==> src/rsc_pkg.sv <==
// constants and types shared by the system reset state controller
`default_nettype none

package rsc_pkg;

    // ------------------------------------------------------------
    // clock and timing
    // ------------------------------------------------------------
    localparam int unsigned CLK_PERIOD_NS = 100;
    localparam int unsigned HOLD_NS       = 1600; // settle time after release
    localparam int unsigned HOLD_CYC      = (HOLD_NS + CLK_PERIOD_NS - 1) / CLK_PERIOD_NS;
    localparam int unsigned HOLD_W        = 5;
    localparam logic [HOLD_W-1:0] HOLD_LAST = 5'(HOLD_CYC - 1);

    // ------------------------------------------------------------
    // watchdog prescaler
    // ------------------------------------------------------------
    localparam int unsigned WDT_DIV      = 12;
    localparam int unsigned WDT_CNT_W    = 4;
    localparam logic [WDT_CNT_W-1:0] WDT_CNT_LAST = 4'(WDT_DIV - 1);

    // ------------------------------------------------------------
    // reset cause register field positions
    // ------------------------------------------------------------
    localparam int unsigned CAUSE_W     = 8;
    localparam int unsigned REQ_W       = 7;
    localparam int unsigned B_PIN       = 0;
    localparam int unsigned B_POR       = 1;
    localparam int unsigned B_MCD       = 2;
    localparam int unsigned B_WDT       = 3;
    localparam int unsigned B_SW        = 4;
    localparam int unsigned B_CMP       = 5;
    localparam int unsigned B_FLASH     = 6;
    localparam logic [CAUSE_W-1:0] CAUSE_RST = 8'h02; // power-on flag only

    // ------------------------------------------------------------
    // reset values driven towards core and ports
    // ------------------------------------------------------------
    localparam logic [7:0]  PORT_LATCH_RST = 8'hff;
    localparam logic [15:0] RESET_VECTOR   = 16'h0000;

    // pin synchroniser depth
    localparam int unsigned SYNC_STAGES = 3;

    typedef enum logic [1:0] {
        ST_RUN,
        ST_RESET,
        ST_HOLD
    } rsc_state_t;

endpackage

`default_nettype wire

==> src/rsc_pin_sync.sv <==
// three-stage synchroniser for the external reset pin with agreement filter
`default_nettype none

module rsc_pin_sync
    import rsc_pkg::*;
(
    input  wire logic clk_sys_in,
    input  wire logic rst_b_in,
    input  wire logic pin_in,
    output var  logic pin_low_out
);

    logic [SYNC_STAGES-1:0] sync_q;
    logic [SYNC_STAGES-1:0] sync_d;
    logic                   low_q;
    logic                   low_d;

    // ------------------------------------------------------------
    // next values: shift chain, accept when stages two and three agree
    // ------------------------------------------------------------
    always_comb begin
        sync_d = {sync_q[SYNC_STAGES-2:0], pin_in};
        low_d  = low_q;
        if (sync_q[1] == sync_q[2]) begin
            low_d = ~sync_q[2]; // pin is active low
        end
    end

    // ------------------------------------------------------------
    // registers, idle pin level is high
    // ------------------------------------------------------------
    always_ff @(posedge clk_sys_in) begin
        if (!rst_b_in) begin
            sync_q <= '1;
            low_q  <= 1'b0;
        end else begin
            sync_q <= sync_d;
            low_q  <= low_d;
        end
    end

    assign pin_low_out = low_q;

endmodule

`default_nettype wire

==> src/rsc_reset_ctrl.sv <==
// system reset state controller: merges sources, sequences entry and exit
`default_nettype none

module rsc_reset_ctrl
    import rsc_pkg::*;
(
    input  wire logic                clk_sys_in,
    input  wire logic                rst_b_in,
    input  wire logic                por_req_in,
    input  wire logic                vdd_low_in,
    input  wire logic                vdd_mon_en_in,
    input  wire logic                rst_pin_in,
    input  wire logic                wdt_ovf_in,
    input  wire logic                wdt_disable_in,
    input  wire logic                mcd_timeout_in,
    input  wire logic                mcd_en_in,
    input  wire logic                cmp_out_in,
    input  wire logic                cmp_rst_en_in,
    input  wire logic                flash_err_in,
    input  wire logic                sw_reset_wr_in,
    output var  logic                core_halt_out,
    output var  logic                sfr_default_out,
    output var  logic                irq_timer_off_out,
    output var  logic                sp_default_out,
    output var  logic                ram_wr_block_out,
    output var  logic [7:0]          port_latch_out,
    output var  logic                port_latch_load_out,
    output var  logic                port_open_drain_out,
    output var  logic                weak_pullup_en_out,
    output var  logic                rst_pin_out,
    output var  logic                rst_pin_oe_out,
    output var  logic                pc_clear_out,
    output var  logic [15:0]         fetch_addr_out,
    output var  logic                clk_sel_int_osc_out,
    output var  logic                wdt_en_out,
    output var  logic                wdt_tick_out,
    output var  logic [CAUSE_W-1:0]  reset_cause_register_out
);

    // ------------------------------------------------------------
    // declarations
    // ------------------------------------------------------------
    rsc_state_t          state_q;
    rsc_state_t          state_d;
    logic [HOLD_W-1:0]   hold_q;
    logic [HOLD_W-1:0]   hold_d;
    logic [CAUSE_W-1:0]  cause_q;
    logic [CAUSE_W-1:0]  cause_d;
    logic [REQ_W-1:0]    req;
    logic                any_req;
    logic                pin_low;
    logic                wdt_en_q;
    logic                wdt_en_d;
    logic                wdt_run;
    logic                in_rst_q;
    logic                in_rst_d;
    logic                drive_q;
    logic                drive_d;
    logic                pc_clr_q;
    logic                pc_clr_d;

    // ------------------------------------------------------------
    // submodules
    // ------------------------------------------------------------
    rsc_pin_sync u_pin_sync (
        .clk_sys_in  (clk_sys_in),
        .rst_b_in    (rst_b_in),
        .pin_in      (rst_pin_in),
        .pin_low_out (pin_low)
    );

    // prescaler only runs while the core executes
    assign wdt_run = wdt_en_q && (state_q == ST_RUN);

    rsc_wdt_div u_wdt_div (
        .clk_sys_in (clk_sys_in),
        .rst_b_in   (rst_b_in),
        .run_in     (wdt_run),
        .tick_out   (wdt_tick_out)
    );

    // ------------------------------------------------------------
    // reset request collection
    // ------------------------------------------------------------
    // own pin drive echoes back; ignore pin while holding after release
    always_comb begin
        req          = '0;
        req[B_PIN]   = pin_low && (state_q != ST_HOLD);
        req[B_POR]   = por_req_in || (vdd_mon_en_in && vdd_low_in);
        req[B_MCD]   = mcd_en_in && mcd_timeout_in;
        req[B_WDT]   = wdt_ovf_in && wdt_en_q;
        req[B_SW]    = sw_reset_wr_in && (state_q == ST_RUN);
        req[B_CMP]   = cmp_rst_en_in && !cmp_out_in; // comparator is active low
        req[B_FLASH] = flash_err_in;
        any_req      = |req;
    end

    // ------------------------------------------------------------
    // sequencer and cause flags: next values
    // ------------------------------------------------------------
    always_comb begin
        state_d = state_q;
        hold_d  = hold_q;
        cause_d = cause_q;
        case (state_q)
            ST_RUN: begin
                if (any_req) begin
                    state_d = ST_RESET;
                    cause_d = {1'b0, req}; // fresh record per reset
                end
            end
            ST_RESET: begin
                cause_d = cause_q | {1'b0, req};
                if (!any_req) begin
                    state_d = ST_HOLD; // all requests released
                    hold_d  = '0;
                end
            end
            ST_HOLD: begin
                if (any_req) begin
                    state_d = ST_RESET;
                    cause_d = cause_q | {1'b0, req};
                end else if (hold_q == HOLD_LAST) begin
                    state_d = ST_RUN;
                end else begin
                    hold_d = hold_q + 5'h01;
                end
            end
            default: begin
                state_d = ST_RESET;
            end
        endcase
    end

    // ------------------------------------------------------------
    // sequencer and cause flags: registers
    // ------------------------------------------------------------
    always_ff @(posedge clk_sys_in) begin
        if (!rst_b_in) begin
            state_q <= ST_RESET;
            hold_q  <= '0;
            cause_q <= CAUSE_RST;
        end else begin
            state_q <= state_d;
            hold_q  <= hold_d;
            cause_q <= cause_d;
        end
    end

    // ------------------------------------------------------------
    // output controls: next values, aligned with the state register
    // ------------------------------------------------------------
    always_comb begin
        in_rst_d = (state_d != ST_RUN);
        drive_d  = (state_d == ST_RESET) && cause_d[B_POR];
        pc_clr_d = in_rst_d;
        wdt_en_d = wdt_en_q;
        if (in_rst_d) begin
            wdt_en_d = 1'b1;
        end else if (wdt_disable_in && (state_q == ST_RUN)) begin // only a running core disables
            wdt_en_d = 1'b0;
        end
    end

    // ------------------------------------------------------------
    // output controls: registers
    // ------------------------------------------------------------
    always_ff @(posedge clk_sys_in) begin
        if (!rst_b_in) begin
            in_rst_q <= 1'b1;
            drive_q  <= 1'b1;
            pc_clr_q <= 1'b1;
            wdt_en_q <= 1'b1;
        end else begin
            in_rst_q <= in_rst_d;
            drive_q  <= drive_d;
            pc_clr_q <= pc_clr_d;
            wdt_en_q <= wdt_en_d;
        end
    end

    // ------------------------------------------------------------
    // output wiring, every one from a flip-flop or a constant
    // ------------------------------------------------------------
    assign core_halt_out            = in_rst_q;
    assign sfr_default_out          = in_rst_q;
    assign irq_timer_off_out        = in_rst_q;
    assign sp_default_out           = in_rst_q;
    assign ram_wr_block_out         = in_rst_q; // ram left untouched
    assign port_latch_out           = PORT_LATCH_RST;
    assign port_latch_load_out      = in_rst_q;
    assign port_open_drain_out      = in_rst_q;
    assign weak_pullup_en_out       = 1'b1;
    assign rst_pin_out              = 1'b0; // only ever pulls low
    assign rst_pin_oe_out           = drive_q;
    assign pc_clear_out             = pc_clr_q;
    assign fetch_addr_out           = RESET_VECTOR;
    assign clk_sel_int_osc_out      = in_rst_q;
    assign wdt_en_out               = wdt_en_q;
    assign reset_cause_register_out = cause_q;
endmodule

`default_nettype wire

==> src/rsc_wdt_div.sv <==
// watchdog clock prescaler: one tick every twelve system clocks
`default_nettype none

module rsc_wdt_div
    import rsc_pkg::*;
(
    input  wire logic clk_sys_in,
    input  wire logic rst_b_in,
    input  wire logic run_in,
    output var  logic tick_out
);

    logic [WDT_CNT_W-1:0] cnt_q;
    logic [WDT_CNT_W-1:0] cnt_d;
    logic                 tick_q;
    logic                 tick_d;

    // ------------------------------------------------------------
    // next values: restart from zero whenever stopped
    // ------------------------------------------------------------
    always_comb begin
        cnt_d  = '0;
        tick_d = 1'b0;
        if (run_in) begin
            if (cnt_q == WDT_CNT_LAST) begin
                tick_d = 1'b1;
            end else begin
                cnt_d = cnt_q + 4'h1;
            end
        end
    end

    // ------------------------------------------------------------
    // registers
    // ------------------------------------------------------------
    always_ff @(posedge clk_sys_in) begin
        if (!rst_b_in) begin
            cnt_q  <= '0;
            tick_q <= 1'b0;
        end else begin
            cnt_q  <= cnt_d;
            tick_q <= tick_d;
        end
    end

    assign tick_out = tick_q;

endmodule

`default_nettype wire
==> config.mk <==
export PLATFORM = sky130hd
export DESIGN_NAME = rsc_reset_ctrl
export DESIGN_NICKNAME = d
export VERILOG_FILES = /design/src/rsc_pkg.sv /design/src/rsc_pin_sync.sv /design/src/rsc_reset_ctrl.sv /design/src/rsc_wdt_div.sv
export SDC_FILE = /design/constraint.sdc
export NUM_CORES = 1
export LEC_CHECK = 0
export ABC_AREA = 1
export BUFFER_PORTS_ARGS = -buffer_cell sky130_fd_sc_hd__buf_2
export CAP_MARGIN = 20
export CORE_ASPECT_RATIO = 2
export CORE_MARGIN = 2
export CORE_UTILIZATION = 50
export DETAILED_ROUTE_END_ITERATION = 8
export PLACE_DENSITY = 0.89
export RECOVER_POWER = 25
export SLEW_MARGIN = 25
export SYNTH_ARGS = -nofsm -noshare
export SYNTH_HDL_FRONTEND = slang
export SYNTH_SLANG_ARGS = --single-unit
export TNS_END_PERCENT = 50
==> constraint.sdc <==
create_clock -name clk_sys_in -period 3.7 [get_ports clk_sys_in]
set_input_delay 0.37 -clock clk_sys_in [delete_from_list [all_inputs] [get_ports clk_sys_in]]
set_output_delay 0.37 -clock clk_sys_in [all_outputs]
set_load 0.02 [all_outputs]
# [Word level (Yosys, flattened, before mapping)]
# Cells that the tools add are included.
[totals] output_inout_bits=46 mem_count=0 wordCells=63 regBits=27 inputBits=14 latchBits=0 ram_bits=0 rom_bits=0
[classes] n_mux=13 reduce_logical=21 n_bitwise=4 add_sub_neg=2 n_shift=0 n_lt_le_gt_ge=0 mul=0 n_eq_ne=12 div_mod_pow=0
[op_table] cell="$pmux W8 S3" n=1
[op_table] cell="$mux W8" n=2
[op_table] cell="$mux W5" n=3
[op_table] cell="$ne A2 B2 Y1 const B" n=6
[op_table] cell="$pmux W5 S2" n=1
[op_table] cell="$logic_and A1 B1 Y1" n=9
[op_table] cell="$mux W2" n=4
[op_table] cell="$or A8 B7 Y8" n=1
[op_table] cell="$reduce_or A7 Y1" n=1
[op_table] cell="$pmux W2 S3" n=1
[op_table] cell="$add A5 B1 Y5 const B" n=1
[op_table] cell="$eq A5 B4 Y1 const B" n=1
[op_table] cell="$add A4 B1 Y4 const B" n=1
[op_table] cell="$eq A2 B1 Y1 const B" n=2
[op_table] cell="$eq A4 B4 Y1 const B" n=1
[op_table] cell="$reduce_and A4 Y1" n=1
[op_table] cell="$reduce_bool A2 Y1" n=2
[op_table] cell="$not A1 Y1" n=3
[op_table] cell="$reduce_and A3 Y1" n=1
[op_table] cell="$reduce_bool A3 Y1" n=1
[op_table] cell="$reduce_or A3 Y1" n=1
[op_table] cell="$eq A2 B2 Y1 const B" n=1
[op_table] cell="$logic_not A2 Y1" n=1
[op_table] cell="$reduce_and A2 Y1" n=1
[op_table] cell="other kinds (5)" n=5

# [Longest topological paths before layout]
[depth] depth_word=7 mapped_depth=11 depth_no_buf=11

# [Hierarchy]
# A second synthesis with hierarchy kept.
[hier_totals] hier_cells=182 area_unflattened_um2=1441.4
[modules_own_cells] mod="rsc_reset_ctrl" seq_area_each_um2=340.3 instances=1 cells_each=145 area_per_inst_um2=1111.1
[modules_own_cells] mod="rsc_wdt_div" seq_area_each_um2=100.1 instances=1 cells_each=22 area_per_inst_um2=202.7
[modules_own_cells] mod="rsc_pin_sync" seq_area_each_um2=80.1 instances=1 cells_each=15 area_per_inst_um2=127.6

# [Worst setup path before layout]
# Ideal clock, no wire load.
[synth_timing] path_type="reg-to-reg" start="register hold_q[0]" end="register hold_q[2]" setup_time_ns=0.132 arrival_time_ns=1.344 path_slack_ns=2.224 n_path_buf=0 stages_incl_launch_ff=10 t_required_ns=3.568 synth_period_minus_slack_ns=1.476 path_cell_list="dfxtp_1 -> ha_1 -> nand2_1 -> nor2_1 -> ha_1 -> nor2_1 -> nor2_2 -> nand3b_1 -> nand2_1 -> a21oi_1"
[synth_between] elab_chain_cells=4 word_cells_on_any_way=7 cone_classes="1 x add/sub; 2 x eq/ne; 3 x mux; 1 x reduce/logical"
[synth_lines] element="from (decl)" line_no="rsc_reset_ctrl.sv:45" rtl="logic [HOLD_W-1:0] hold_q;"
[synth_lines] element="from (signal assigned)" line_no="rsc_reset_ctrl.sv:145" rtl="hold_q <= hold_d;"
[synth_lines] element="$add A5 B1 Y5" line_no="rsc_reset_ctrl.sv:126" rtl="hold_d = hold_q + 5'h01;"
[synth_lines] element="$mux W5" line_no="rsc_reset_ctrl.sv:123" rtl="end else if (hold_q == HOLD_LAST) begin"
[synth_lines] element="$mux W5" line_no="rsc_reset_ctrl.sv:120" rtl="if (any_req) begin"
[synth_lines] element="$pmux W5 S2" line_no="rsc_reset_ctrl.sv:105" rtl="case (state_q)"
# Several ways; a longest one is shown, not always the timed one. The select of a mux whose other input is x is not followed.
# A chain may end at the register's enable or synchronous reset.

# [Final worst setup path]
# Same ends and word-level chain as after synthesis.

==> flow_summary.yaml <==
status:
  status: "finished, final reports clean"
logic_synthesis:
  ys_types: 20
  async_reset_ff_share_pct: 0
  synth_edf_count: 0
  yosysSeqAreaShare_pct: 38.77
  ys_top_cells_by_area: "dfxtp_1 (39%), buf_4 (20%), nand2_1 (9.8%)"
  ys_seq_elements: 26
  synth_flop_cell: "dfxtp_1"
  netlist_area_um2: 1343
  yosys_warnings: 0
  yosysTopAreaCell: "dfxtp_1"
  syn_inst: 175
  yosysTopAreaCellShare_pct: 38.77
  avgSynthCellArea_um2: 7.672
die:
  rows: 26
  ios: 60
  dieArea_um2: 3141
  start_util_pct: 52.24
  die-height_um: 77.28
  chipWidth_um: 40.64
  core_area_um2: 2570
worst_setup_path:
  startpoint: "hold_q[0]"
  r2r_slack_ns: 2.04
  cp_slowest_stage_delay_ns: 0.34
  cp.depth: 9
  cp_cell_sequence: "ha_1, nand2_1, nor2_1, ha_1, nor2_1, nor2_2, nand3b_1, nand2_1, a21oi_1"
  cpMaxStageDelayCell: "dfxtp_1"
  end_kind: "flop"
  cp.required_ns: 3.85
  cp.arrival_ns: 1.81
  worstReg2RegStart: "hold_q[0]"
  path_buf_inv: 0
  crit_path_end: "hold_q[2]"
  timing.rr.end: "hold_q[2]"
  ff2ff_path_depth: 9
  worstSetupStartpointType: "flop"
  path_max_fanout: 7
  crit_type: "flop to flop"
  critical-path-top-delay-family: "simple AND/OR/NAND/NOR gates"
sta:
  fin_setup_tns_ns: 0
  fin_crit_ns: 1.655
  rsz0062_at_grt: "no"
  clock_skew_ns: 0.001920
  slew_viol_final: 0
  fin_crit_sh_pct: 44.73
  clock.fmax_mhz: 604.2
  hold_violations: 0
  finalSetupViolCount: 0
clocking:
  cts_buffers: 3
  clock_sinks: 26
  hold_buffers: 0
  clkTransAtPathRegs_ns: 0.09
  cts_tree: "done"
  insertion_delay_ns: 0.27
  cts_setup_buffers: 0
  cts_resized: 0
  cts.path.max_buffers: 2
  cts_max_level: 1
  cts_root_buffer: "clkbuf_8"
placed_design:
  io_buffers: 32
  finalWeightedCongestion: 0.8092
  dpl_cell_area_um2: 1361
  place_hpwl_mm: 1.806
pwr:
  p_per_area_nw_per_um2: 410.7
  swShare_pct: 24.01
  ir_drop_uv: 259.1
  power_switching_uw: 140.9
  p_leak_nw: 0.6589
  clkPwrFrac_pct: 39.9
  p_seq_share_pct: 49.1
  combPwrFrac_pct: 11.0
  intPower_uw: 445.9
cells_and_area:
  drive_above_1_share_pct: 23.12
  final_cell_mix: "nand2_1 (35), buf_2 (29), conb_1 (27)"
  post-route-cell-area_um2: 1429
  final_common_cell: "nand2_1"
  nets: 217
  fillerInstances: 267
  area_growth_pct: 6.431
  diodes: 0
grt:
  antenna_found_initial: 0
  grt_max_degree: 16
  grt_remaining_overflow: 0
  grt_pass1_vias: 931
  track_usage_pct: 16.51
  grt_pass1_wl_mm: 3.636
routing:
  avgRoutedWirePerCell_um: 10.06
  drt-pass1-iter-count: 4
  vias: 1072
  dr.first_iter.drc_count: 15
  drtAntennaViolNets: 0
  wirelength_mm: 2.283
  vias_per_cell: 4.722
  drc: 0
hold_path:
  hp-class: "primary input to flop"
job:
  cap_violations: 0
## final cells by class
cell class	instances	area, um^2	area share, %
timing repair buffer	32	156.4	10.95
tap	28	35.03	2.452
inverter	11	41.29	2.890
clock inverter	1	30.03	2.102
multi-input combinational	126	604.3	42.29
clock buffer	3	41.29	2.890
sequential	26	520.5	36.43
## power by group through the flow
| stage | combinational [mW] | clock [mW] | sequential [mW] |
|---|---|---|---|
| after floorplan | 0.0683 | 0 | 0.299 |
| after global placement | 0.0641 | 0 | 0.294 |
| after detailed placement | 0.0646 | 0 | 0.295 |
| after CTS | 0.0647 | 0.235 | 0.288 |
| after global routing | 0.0720 | 0.249 | 0.289 |
| final | 0.0647 | 0.234 | 0.288 |
## registers in the layout, indices dropped and copies added (netlist names)
signal and cells:
state_q 2, u_pin_sync.pin_low_out 1, hold_q 5, u_wdt_div.tick_out 1, rst_pin_oe_out 1, u_wdt_div.cnt_q 4, wdt_en_out 1, reset_cause_register_out 7
pc_clear_out 1, u_pin_sync.sync_q 3
## synthesized netlist by cell type (2+ instances only)
cell type / instances
nand3b_1: 5
buf_4: 35
nor2_2: 3
or2_2: 4
dfxtp_1: 26
nand3_1: 9
a21oi_1: 15
clkbuf_1: 2
nand4_1: 2
conb_1: 2
ha_1: 3
nand2_1: 35
nand2_2: 5
nor2_1: 13
inv_1: 11
## cells by family after synthesis
group	synth area share (%)
fa+ha+maj	2.796
other cells	0.5594
simple gates	27.49
compound gates	6.523
xor+xnor	0.6525
flops	38.77
buf+inv	23.21
## worst min path at each step
stage / end / from / slack (ns) / cells past startpoint
2_1_floorplan: u_pin_sync.pin_low_out / u_pin_sync.sync_q[2] / 0.38 / 1
3_3_place_gp: u_pin_sync.pin_low_out / u_pin_sync.sync_q[2] / 0.39 / 1
3_5_place_dp: u_pin_sync.pin_low_out / u_pin_sync.sync_q[2] / 0.39 / 1
4_1_cts: u_pin_sync.sync_q[0] / rst_pin_in / 0.28 / 2
5_1_grt: u_pin_sync.sync_q[0] / rst_pin_in / 0.28 / 2
6_report: u_pin_sync.sync_q[0] / rst_pin_in / 0.27 / 2
## through the flow
step | std cells | setup slack [ns] | hold WS (ns) | total power, mW | utilization [%]
final | 227 | 2.045 | 0.2749 | 0.5869 | 55.60
after detailed placement | 223 | 2.060 | 0.3909 | 0.3592 | 52.97
after CTS | 227 | 2.051 | 0.2758 | 0.5876 | 55.74
after global placement | 223 | 2.118 | 0.3853 | 0.3586 | 52.97
after floorplan | 200 | 2.224 | 0.3832 | 0.3676 | -
after global routing | 227 | 1.848 | 0.2808 | 0.6100 | 55.60
## routing by layer
layer | track usage [%] | wire [um]
met1 | 14.29 | 785
met2 | 29.68 | 1221
met3 | 2.601 | 165
met4 | 11.33 | 110
met5 | 0 | 0
Power figures use the tool's default switching activity.
